**src/gput_pkg.sv**
```systemverilog
/*
  constants shared by the up/down timer: register addresses, field positions,
  reset values and prescaler terminal counts.
  assumes a 32-bit byte-addressed register bus.
*/
package gput_pkg;
    // ----------------------------------------
    // register byte addresses
    // ----------------------------------------
    localparam logic [31:0] ADR_FIRST_STATUS = 32'h4000001C;
    localparam logic [31:0] ADR_LOAD = 32'h40000400;
    localparam logic [31:0] ADR_COUNT = 32'h40000404;
    localparam logic [31:0] ADR_CONTROL = 32'h40000408;
    localparam logic [31:0] ADR_IRQ_CLEAR = 32'h4000040C;
    localparam logic [31:0] ADR_CAPTURE = 32'h40000410;
    localparam logic [31:0] ADR_STATUS = 32'h4000041C;
    localparam logic [31:0] ADR_IRQ_STA = 32'h40000420;
    localparam logic [31:0] ADR_IRQ_MASK = 32'h40000424;
    // ----------------------------------------
    // control fields
    // ----------------------------------------
    localparam int CTL_GRAB_EN_BIT = 12;
    localparam int CTL_EVSEL_LSB = 8;
    localparam int CTL_RELOAD_CLR_BIT = 7;
    localparam int CTL_CLKSEL_LSB = 5;
    localparam int CTL_ENABLE_BIT = 4;
    localparam int CTL_RUN_STYLE_BIT = 3;
    localparam int CTL_UP_BIT = 2;
    localparam int CTL_PRE_LSB = 0;
    localparam logic [15:0] CTL_RESET = 16'h000A;
    localparam logic [15:0] CTL_WMASK = 16'h1FFF;
    // ----------------------------------------
    // status, clear and interrupt fields
    // ----------------------------------------
    localparam int STA_CLEAR_SYNC_PENDING_BIT = 7;
    localparam int STA_BUSY_BIT = 6;
    localparam int STA_CAP_BIT = 1;
    localparam int STA_TMO_BIT = 0;
    localparam int CLR_CAP_BIT = 1;
    localparam int CLR_TMO_BIT = 0;
    localparam logic [1:0] IRQ_MASK_RESET = 2'h3;
    localparam logic [15:0] REG_RESET = 16'h0000;
    // ----------------------------------------
    // clock sources, prescaler, counter limits
    // ----------------------------------------
    localparam logic [1:0] SRC_BUS = 2'h0;
    localparam logic [1:0] SRC_CORE = 2'h1;
    localparam logic [1:0] SRC_LOW = 2'h2;
    localparam logic [14:0] PRE_TC_1 = 15'h0000;
    localparam logic [14:0] PRE_TC_4 = 15'h0003;
    localparam logic [14:0] PRE_TC_16 = 15'h000F;
    localparam logic [14:0] PRE_TC_256 = 15'h00FF;
    localparam logic [14:0] PRE_TC_32K = 15'h7FFF;
    localparam logic [15:0] CNT_ZERO = 16'h0000;
    localparam logic [15:0] CNT_FULL = 16'hFFFF;
    localparam int EVT_N = 16;
    localparam int SYNC_LAG = 2;
endpackage

```
**src/gput_core_if.sv**
```systemverilog
/*
  link between the register side and the counter side of the timer.
  assumes one driver per signal, set by the modports.
*/
`timescale 1ns/10ps
interface gput_core_if;
    logic [15:0] ctl;
    logic [15:0] load;
    logic [1:0] clrBits;
    logic applyCtl;
    logic applyClr;
    logic [15:0] count;
    logic [15:0] capVal;
    logic [1:0] flags;
    logic tmoEvt;
    modport host
    (
        output ctl, load, clrBits, applyCtl, applyClr,
        input count, capVal, flags, tmoEvt
    );
    modport timer
    (
        input ctl, load, clrBits, applyCtl, applyClr,
        output count, capVal, flags, tmoEvt
    );
endinterface

```
**src/gput_counter.sv**
```systemverilog
/*
  timer side: prescaler, 16-bit up/down counter, timeout and capture flags.
  assumes source enables are single-cycle pulses synchronous to clk_sys.
*/
`timescale 1ns/10ps
module gput_counter
(
    // system
    input wire logic clk_sys,
    input wire logic rst_n,
    // clock source enables
    input wire logic tickCore,
    input wire logic tickLowFreqOsc,
    input wire logic tickFastCrystal,
    input wire logic tickFastInternalOsc,
    input wire logic fastCrystalSel,
    // capture event sources
    input wire logic [gput_pkg::EVT_N-1:0] eventIn,
    // register side
    gput_core_if.timer core
);
    import gput_pkg::*;
    typedef struct packed {
        logic [15:0] ctl;
        logic [14:0] pre;
        logic [15:0] cnt;
        logic [15:0] cap;
        logic tmo;
        logic capF;
    } gput_tmr_s;
    gput_tmr_s s_r, s_nxt;
    logic en, up, periodic, srcTick, tick, terminal, tmoEvt, grab;
    logic [1:0] src;
    logic [14:0] preTc;
    logic [15:0] startVal, newStart;

    always_comb
    begin
        s_nxt = s_r;
        en = s_r.ctl[CTL_ENABLE_BIT];
        up = s_r.ctl[CTL_UP_BIT];
        periodic = s_r.ctl[CTL_RUN_STYLE_BIT];
        src = s_r.ctl[CTL_CLKSEL_LSB +: 2];
        case (src)
            SRC_BUS: srcTick = 1'b1;
            SRC_CORE: srcTick = tickCore;
            SRC_LOW: srcTick = tickLowFreqOsc;
            default: srcTick = fastCrystalSel ? tickFastCrystal : tickFastInternalOsc;
        endcase
        case (s_r.ctl[CTL_PRE_LSB +: 2])
            2'h0: preTc = (src == SRC_BUS || src == SRC_CORE) ? PRE_TC_4 : PRE_TC_1;
            2'h1: preTc = PRE_TC_16;
            2'h2: preTc = PRE_TC_256;
            default: preTc = PRE_TC_32K;
        endcase
        tick = en && srcTick && (s_r.pre >= preTc);
        terminal = up ? (s_r.cnt == CNT_FULL) : (s_r.cnt == CNT_ZERO);
        tmoEvt = tick && terminal;
        // reload in periodic mode, wrap in free-running mode
        startVal = periodic ? core.load : (up ? CNT_ZERO : CNT_FULL);
        if (en && srcTick)
            s_nxt.pre = (s_r.pre >= preTc) ? PRE_TC_1 : s_r.pre + 15'h0001;
        if (tick)
            s_nxt.cnt = terminal ? startVal : (up ? s_r.cnt + 16'h0001 : s_r.cnt - 16'h0001);
        if (core.applyClr)
        begin
            if (core.clrBits[CLR_TMO_BIT])
            begin
                s_nxt.tmo = 1'b0;
                if (periodic && s_r.ctl[CTL_RELOAD_CLR_BIT])
                    s_nxt.cnt = core.load;
            end
            if (core.clrBits[CLR_CAP_BIT])
                s_nxt.capF = 1'b0;
        end
        if (tmoEvt)
            s_nxt.tmo = 1'b1;
        // first event wins; held until cleared
        grab = s_r.ctl[CTL_GRAB_EN_BIT] && eventIn[s_r.ctl[CTL_EVSEL_LSB +: 4]];
        if (grab && !s_nxt.capF)
        begin
            s_nxt.capF = 1'b1;
            s_nxt.cap = s_r.cnt;
        end
        newStart = core.ctl[CTL_RUN_STYLE_BIT] ? core.load :
                   (core.ctl[CTL_UP_BIT] ? CNT_ZERO : CNT_FULL);
        if (core.applyCtl)
        begin
            s_nxt.ctl = core.ctl;
            if (!core.ctl[CTL_ENABLE_BIT])
            begin
                s_nxt.cnt = CNT_ZERO;
                s_nxt.pre = PRE_TC_1;
            end
            else if (!en)
            begin
                s_nxt.cnt = newStart;
                s_nxt.pre = PRE_TC_1;
            end
        end
    end

    always_ff @(posedge clk_sys)
    begin
        if (!rst_n)
        begin
            s_r <= '0;
            s_r.ctl <= CTL_RESET;
        end
        else
            s_r <= s_nxt;
    end

    assign core.count = s_r.cnt;
    assign core.capVal = s_r.cap;
    assign core.flags = {s_r.capF, s_r.tmo};
    assign core.tmoEvt = tmoEvt;
endmodule

```
**src/gput_hs_sync.sv**
```systemverilog
/*
  toggle handshake carrying one request into the timer side and its
  acknowledge back. assumes start is raised only while busy is low.
*/
`timescale 1ns/10ps
module gput_hs_sync
(
    // system
    input wire logic clk_sys,
    input wire logic rst_n,
    // request and answer
    input wire logic start,
    output logic deliver,
    output logic busy
);
    import gput_pkg::*;
    typedef struct packed {
        logic reqT;
        logic d1;
        logic d2;
        logic d3;
        logic a1;
        logic a2;
    } gput_hs_s;
    gput_hs_s s_r, s_nxt;

    always_comb
    begin
        s_nxt = s_r;
        s_nxt.reqT = s_r.reqT ^ start;
        s_nxt.d1 = s_r.reqT;
        s_nxt.d2 = s_r.d1;
        s_nxt.d3 = s_r.d2;
        s_nxt.a1 = s_r.d3;
        s_nxt.a2 = s_r.a1;
    end

    always_ff @(posedge clk_sys)
    begin
        if (!rst_n)
            s_r <= '0;
        else
            s_r <= s_nxt;
    end

    assign deliver = s_r.d2 ^ s_r.d3;
    assign busy = s_r.reqT ^ s_r.a2;
endmodule

```
**src/gput_timer.sv**
```systemverilog
/*
  16-bit up/down timer with capture, behind a classic Wishbone slave.
  assumes all inputs synchronous to clk_sys; clock sources arrive as enables.
*/
// The Wishbone register port was decided locally.
// Operation
// Writing one to timeout clear sets clear-pending until the clear takes effect.
// Busy stays high while a control write is crossing to the timer side.
// Software waits for busy low before writing control again.
// Status capture bit reads one while a captured event is pending.
// Timeout flag sets at terminal count, clears on timeout-clear write.
// Periodic mode reloads counter from load register every period.
// Load writes during a timeout event are applied after it.
// Count register shows the counter two cycles late.
// With capture enabled, a selected event copies the count to capture.
// Four-bit selector picks one of sixteen event sources.
// Periodic with reload-on-clear: timeout clear also reloads the counter.
// Two-bit field selects bus, core, low-frequency or fast clock.
// Control resets to 0x000A, other registers to zero; the interrupt mask resets to 0x3 instead.
// Enable runs the timer; clearing it stops and zeroes it.
// Mode picks periodic or free-running start; direction picks up or down.
// Prescaler divides by 1 or 4, 16, 256 or 32768.
// Capture holds until capture-clear write; both clear bits write-one.
// Interrupt high while timeout or capture flag is set; here a flag's rise is latched, and the mask or a status write-one drops irq.
// Control and clear requests cross through handshake synchronisers.
`timescale 1ns/10ps
module gput_timer
(
    // system
    input wire logic clk_sys,
    input wire logic rst_n,
    // wishbone slave
    input wire logic [31:0] adr_i,
    input wire logic [31:0] dat_i,
    input wire logic [3:0] sel_i,
    input wire logic we_i,
    input wire logic cyc_i,
    input wire logic stb_i,
    output logic [31:0] dat_o,
    output logic ack_o,
    // clock source enables and clock config
    input wire logic tickCore,
    input wire logic tickLowFreqOsc,
    input wire logic tickFastCrystal,
    input wire logic tickFastInternalOsc,
    input wire logic fastCrystalSel,
    // capture event sources
    input wire logic [gput_pkg::EVT_N-1:0] eventIn,
    // interrupt
    output logic irq
);
    import gput_pkg::*;

    // ----------------------------------------
    // state
    // ----------------------------------------
    typedef struct packed {
        logic ack;
        logic [31:0] dat;
        logic [15:0] load;
        logic [15:0] loadAct;
        logic loadPend;
        logic [15:0] ctl;
        logic ctlQ;
        logic [1:0] clrQ;
        logic [1:0] clrF;
        logic [15:0] cnt1;
        logic [15:0] cnt2;
        logic [15:0] cap1;
        logic [15:0] cap2;
        logic [1:0] flg1;
        logic [1:0] flg2;
        logic [1:0] flg3;
        logic [1:0] irqSta;
        logic [1:0] irqMask;
        logic irq;
    } gput_bus_s;
    gput_bus_s s_r, s_nxt;

    gput_core_if core();
    logic ctlStart, ctlBusy, clrStart, clrBusy;
    logic reqNew, wrCycle, busyStat, clrPend;
    logic [15:0] staVal;
    logic [31:0] rdVal;
    logic [1:0] evtRise, flagFall;

    // byte-lane merge of a 16-bit register
    function automatic logic [15:0] merge16(input logic [15:0] old, input logic [31:0] d, input logic [3:0] sel);
        logic [15:0] r;
        r = old;
        if (sel[0])
            r[7:0] = d[7:0];
        if (sel[1])
            r[15:8] = d[15:8];
        return r;
    endfunction

    // ----------------------------------------
    // crossings into the timer side
    // ----------------------------------------
    gput_hs_sync ctlSync
    (
        .clk_sys(clk_sys),
        .rst_n(rst_n),
        .start(ctlStart),
        .deliver(core.applyCtl),
        .busy(ctlBusy)
    );

    gput_hs_sync clrSync
    (
        .clk_sys(clk_sys),
        .rst_n(rst_n),
        .start(clrStart),
        .deliver(core.applyClr),
        .busy(clrBusy)
    );

    gput_counter tmr
    (
        .clk_sys(clk_sys),
        .rst_n(rst_n),
        .tickCore(tickCore),
        .tickLowFreqOsc(tickLowFreqOsc),
        .tickFastCrystal(tickFastCrystal),
        .tickFastInternalOsc(tickFastInternalOsc),
        .fastCrystalSel(fastCrystalSel),
        .eventIn(eventIn),
        .core(core.timer)
    );

    assign core.ctl = s_r.ctl;
    assign core.load = s_r.loadAct;
    assign core.clrBits = s_r.clrF;

    // ----------------------------------------
    // next state
    // ----------------------------------------
    always_comb
    begin
        s_nxt = s_r;
        reqNew = cyc_i && stb_i && !s_r.ack;
        wrCycle = cyc_i && stb_i && s_r.ack && we_i;
        busyStat = s_r.ctlQ || ctlBusy;
        clrPend = s_r.clrQ[CLR_TMO_BIT] || (s_r.clrF[CLR_TMO_BIT] && clrBusy);
        ctlStart = s_r.ctlQ && !ctlBusy;
        clrStart = (|s_r.clrQ) && !clrBusy;
        staVal = REG_RESET;
        staVal[STA_CLEAR_SYNC_PENDING_BIT] = clrPend;
        staVal[STA_BUSY_BIT] = busyStat;
        staVal[STA_CAP_BIT] = s_r.flg2[STA_CAP_BIT];
        staVal[STA_TMO_BIT] = s_r.flg2[STA_TMO_BIT];

        // read mux; unmapped and write-only addresses read zero
        rdVal = '0;
        case (adr_i)
            ADR_LOAD: rdVal[15:0] = s_r.load;
            ADR_COUNT: rdVal[15:0] = s_r.cnt2;
            ADR_CONTROL: rdVal[15:0] = s_r.ctl;
            ADR_CAPTURE: rdVal[15:0] = s_r.cap2;
            ADR_STATUS: rdVal[15:0] = staVal;
            ADR_FIRST_STATUS: rdVal[15:0] = staVal;
            ADR_IRQ_STA: rdVal[1:0] = s_r.irqSta;
            ADR_IRQ_MASK: rdVal[1:0] = s_r.irqMask;
            default: rdVal = '0;
        endcase

        // one-cycle answer, dropped after one cycle
        s_nxt.ack = reqNew;
        if (reqNew)
            s_nxt.dat = rdVal;

        // launches free the queues before new writes refill them
        if (ctlStart)
            s_nxt.ctlQ = 1'b0;
        if (clrStart)
        begin
            s_nxt.clrF = s_r.clrQ;
            s_nxt.clrQ = 2'h0;
        end

        // held load goes live once no timeout is under way
        if (s_r.loadPend && !core.tmoEvt)
        begin
            s_nxt.loadAct = s_r.load;
            s_nxt.loadPend = 1'b0;
        end

        // flags and values from the timer side
        s_nxt.cnt1 = core.count;
        s_nxt.cnt2 = s_r.cnt1;
        s_nxt.cap1 = core.capVal;
        s_nxt.cap2 = s_r.cap1;
        s_nxt.flg1 = core.flags;
        s_nxt.flg2 = s_r.flg1;
        s_nxt.flg3 = s_r.flg2;
        evtRise = s_r.flg2 & ~s_r.flg3;
        flagFall = s_r.flg3 & ~s_r.flg2;
        s_nxt.irqSta = s_r.irqSta & ~flagFall;

        if (wrCycle)
        begin
            case (adr_i)
                ADR_LOAD:
                begin
                    s_nxt.load = merge16(s_r.load, dat_i, sel_i);
                    s_nxt.loadPend = 1'b1;
                end
                ADR_CONTROL:
                begin
                    s_nxt.ctl = merge16(s_r.ctl, dat_i, sel_i) & CTL_WMASK;
                    s_nxt.ctlQ = 1'b1;
                end
                ADR_IRQ_CLEAR:
                    if (sel_i[0])
                        s_nxt.clrQ = s_nxt.clrQ | dat_i[1:0];
                ADR_IRQ_STA:
                    if (sel_i[0])
                        s_nxt.irqSta = s_nxt.irqSta & ~dat_i[1:0];
                ADR_IRQ_MASK:
                    if (sel_i[0])
                        s_nxt.irqMask = dat_i[1:0];
                default:
                    s_nxt.irqMask = s_nxt.irqMask;
            endcase
        end

        // a new event beats a clear in the same cycle
        s_nxt.irqSta = s_nxt.irqSta | evtRise;
        s_nxt.irq = |(s_nxt.irqSta & s_nxt.irqMask);
    end

    // ----------------------------------------
    // registers
    // ----------------------------------------
    always_ff @(posedge clk_sys)
    begin
        if (!rst_n)
        begin
            s_r <= '0;
            s_r.ctl <= CTL_RESET;
            s_r.irqMask <= IRQ_MASK_RESET;
        end
        else
            s_r <= s_nxt;
    end

    assign dat_o = s_r.dat;
    assign ack_o = s_r.ack;
    assign irq = s_r.irq;
endmodule

```
**config.mk**
```make
export PLATFORM = sky130hd
export DESIGN_NAME = gput_timer
export DESIGN_NICKNAME = d
export VERILOG_FILES = /design/src/gput_pkg.sv /design/src/gput_core_if.sv /design/src/gput_counter.sv /design/src/gput_hs_sync.sv /design/src/gput_timer.sv
export SDC_FILE = /design/constraint.sdc
export NUM_CORES = 1
export LEC_CHECK = 0
export BUFFER_PORTS_ARGS = -buffer_cell sky130_fd_sc_hd__buf_4
export CORE_ASPECT_RATIO = 0.5
export CORE_MARGIN = 3
export CORE_UTILIZATION = 58
export DETAILED_ROUTE_END_ITERATION = 10
export HOLD_SLACK_MARGIN = 0.12
export PLACE_DENSITY = 0.8
export SLEW_MARGIN = 5
export SYNTH_ARGS = -nofsm -noshare
export SYNTH_HDL_FRONTEND = slang
export SYNTH_SLANG_ARGS = --single-unit
export TNS_END_PERCENT = 100
```
**constraint.sdc**
```tcl
create_clock -name clk_sys -period 4 [get_ports clk_sys]
set_clock_uncertainty 0.05 [all_clocks]
set_input_delay 0.8 -clock clk_sys [delete_from_list [all_inputs] [get_ports clk_sys]]
set_output_delay 0.8 -clock clk_sys [all_outputs]
set_load 0.05 [all_outputs]
```
==> flow_summary.yaml <==
critical_path:
  critical_path_required_ns: 4.31
  r2r-start: "tmr.s_r[51]"
  worst_setup_path_startpoint: "tmr.s_r[51]"
  rr_worst_depth: 10
  cp-end-kind: "register"
  cp-endpoint: "tmr.core.count[14]"
  r2r_slack_ns: 0.72
  cp_max_fo: 15
  cp.arrival_ns: 3.60
  crit_type: "reg2reg"
  reg2reg_to: "tmr.core.count[14]"
  cp-start-kind: "register"
sta:
  finalCritPeriodShare: 0.821
  period_minus_slack_ns: 3.28
  rsz0062_at_grt: "false"
  fin_hold_ws_ns: 0.382
  slew_headroom: 0.273
  max_freq_mhz: 305
  finalMaxSlewViolations: 0
  finalHoldViolCount: 0
  setup_violations: 0
  tightest_slew_ns: 1.09
  fin_setup_tns_ns: 0
logic_synthesis:
  synthDistinctLibCells: 68
  yosysSeqAreaShare: 0.433
  ys.flop_type: "dfxtp_1"
  synth_edf_count: 0
  netlist_instances: 1113
  syn_area_sq_um: 10000
  ys.warnings.count: 0
  synth.avg_cell_area_sq_um: 9.01
  synthArstFlopShare: 0
  ys_ff_latch: 217
run_status:
  outcome: "finished clean"
pwr:
  power.density_nw_per_um2: 378
  fin_total_pwr_mw: 4.32
  ir_drop_mv: 0.191
  power_leakage_nw: 4.63
placed_design:
  place.detailed.hpwl_mm: 17.7
  postPlaceCellArea_sq_um: 10700
  routabilityCongestion: 0.861
  io_buffer_count: 93
clock_tree:
  cts_setup_buffers: 0
  root_buffer: "clkbuf_16"
  clk_pin_slew_ns: 0.06
  numCtsBuffers: 20
  clock-sinks: 217
  cts_tree: "done"
  cts_max_level: 1
  cts-resized-gates: 0
  clk_path_buf_depth: 3
  clk_latency_ns: 0.50
  cts_hold_buffers: 0
grt:
  grt_max_degree: 93
  gr-total-overflow: 0
  grt_pass1_wl_mm: 40.9
  grt_usage: 0.266
  grt_pass1_vias: 8058
  antenna_found_initial: 0
floorplan:
  die_x_microns: 192
  ios: 128
  initial_core_util: 0.603
  die_h_microns: 99
  fp-row-count: 33
  core-area_sq_um: 16600
  dieArea_sq_um: 19000
cells_and_area:
  num_antenna_cells: 0
  final_cell_area_sq_um: 11400
  final_cell_mix: "dfxtp_1, nand2_1, buf_4"
  mostFrequentLayoutCell: "dfxtp_1"
  fin_nets: 1295
  area_growth_pct: 13.7
  drive_gt1_frac: 0.163
  final_core_util: 0.686
detailed_routing:
  detail_route.vias_per_cell: 5.87
  antenna_left: 0
  drt-initial-drc-count: 740
  finalWirelength_mm: 25.6
  num_vias: 8260
  drt_pass1_iterations: 6
  drc: 0
  wire_per_inst_microns: 18.2
run:
  maxCapViolCount: 0
min_path:
  hold_class: "reg2reg"
==> Yosys cell counts (3+ instances only) <==
cell      instances  area [sq um]
dfxtp_1         217          4340
nand2_1         136           510
nor2_1           90           338
a21oi_1          89           445
and2_1           81           507
mux2i_1          51           510
clkbuf_1         48           180
o21ai_0          37           185
buf_4            36           270
ha_1             33           413
inv_1            21          78.8
xor2_1           20           175
mux2_2           19           214
a211oi_1         17           128
nor2b_1          15          93.8
nor3_1           15          75.1
o211ai_1         13          97.6
xnor2_1          12           105
nor4_1           11          68.8
a21o_1           10          75.1
nand3_1          10          50.1
nand4_1          10          62.6
o21a_1           10          75.1
a22oi_1           8          60.1
or3_1             8          50.1
a221oi_1          7          61.3
o311ai_1          7          61.3
a211oi_2          6          75.1
buf_2             6          30.0
and3_1            5          31.3
mux4_2            5           113
a21boi_0          4          30.0
a221oi_2          4          60.1
a31oi_1           4          25.0
a222oi_1          3          30.0
o31ai_1           3          22.5
==> metal layers <==
layer / vias to the layer above / share of wire / track usage
met1: 3925 / 0.43 / 0.359
li1: 3945 / - / -
met3: 55 / 0.073 / 0.0352
met5: - / 0 / 0
met4: 0 / 0.023 / 0.0766
met2: 335 / 0.47 / 0.450
==> worst max-delay path, cell delays in order (launching register included) <==
cell	delay, ns
dfxtp_1	0.50
inv_1	0.33
ha_1	0.44
or3_1	0.37
a21oi_1	0.15
a311oi_1	0.09
o41ai_1	0.44
o21ai_0	0.21
xor2_1	0.18
a221oi_1	0.28
nor4_1	0.10
==> cell type report <==
class	count	area [sq um]
clock buffer	28	591
clock inverter	8	78.8
fill	1234	5230
inverter	22	82.6
multi-input combinational	794	5160
sequential	217	4340
tap	227	284
timing repair buffer	112	866
==> sequential cells by signal, indices dropped and copies added (netlist names), named ones only <==
| register | cells |
|---|---|
| ack_o | 1 |
| clrSync.s_nxt | 5 |
| clrSync.s_r | 1 |
| core.clrBits | 2 |
| core.ctl | 13 |
| core.load | 16 |
| ctlSync.s_nxt | 4 |
| ctlSync.s_r | 1 |
| dat_o | 16 |
| irq | 1 |
| s_nxt | 36 |
| s_r | 58 |
| tmr.core.capVal | 16 |
| tmr.core.count | 16 |
| tmr.core.flags | 2 |
| tmr.en | 1 |
| tmr.periodic | 1 |
| tmr.s_r | 26 |
==> cell families after synthesis <==
kind of cell               Yosys count  share of synthesized area
adders and majority gates           34                     0.0431
other                                1                   0.000374
muxes                               75                     0.0834
buffers and inverters              117                     0.0596
and+or+nand+nor                    397                      0.194
xor gates and xnor gates            32                     0.0279
AOI/OAI and AO/OA                  240                      0.159
DFF                                217                      0.433
==> report_power, final <==
part	switching (mW)	internal [mW]
clock network	0.819	1.10
logic	0.142	0.0801
registers	0.00497	2.17
==> worst min path at each step <==
| stage | start | cells past startpoint | slack (ns) | end |
|---|---|---|---|---|
| floorplan | clrSync.s_nxt[3] | 1 | 0.36 | clrSync.s_nxt[2] |
| global placement | s_nxt[45] | 1 | 0.36 | s_r[45] |
| detailed placement | s_nxt[25] | 1 | 0.37 | s_r[25] |
| CTS | s_nxt[53] | 1 | 0.38 | s_r[53] |
| global route | ctlSync.s_nxt[0] | 1 | 0.40 | ctlSync.s_r[0] |
| finish | s_nxt[53] | 1 | 0.38 | s_r[53] |
==> metrics by stage <==
stage | cells | worst slack, ns
4_1_cts | 1408 | 0.706
3_3_place_gp | 1372 | 0.703
6_report | 1408 | 0.717
3_5_place_dp | 1372 | 0.599
2_1_floorplan | 1128 | 1.13
5_1_grt | 1408 | 0.476
(Power assumes the default switching activity.)
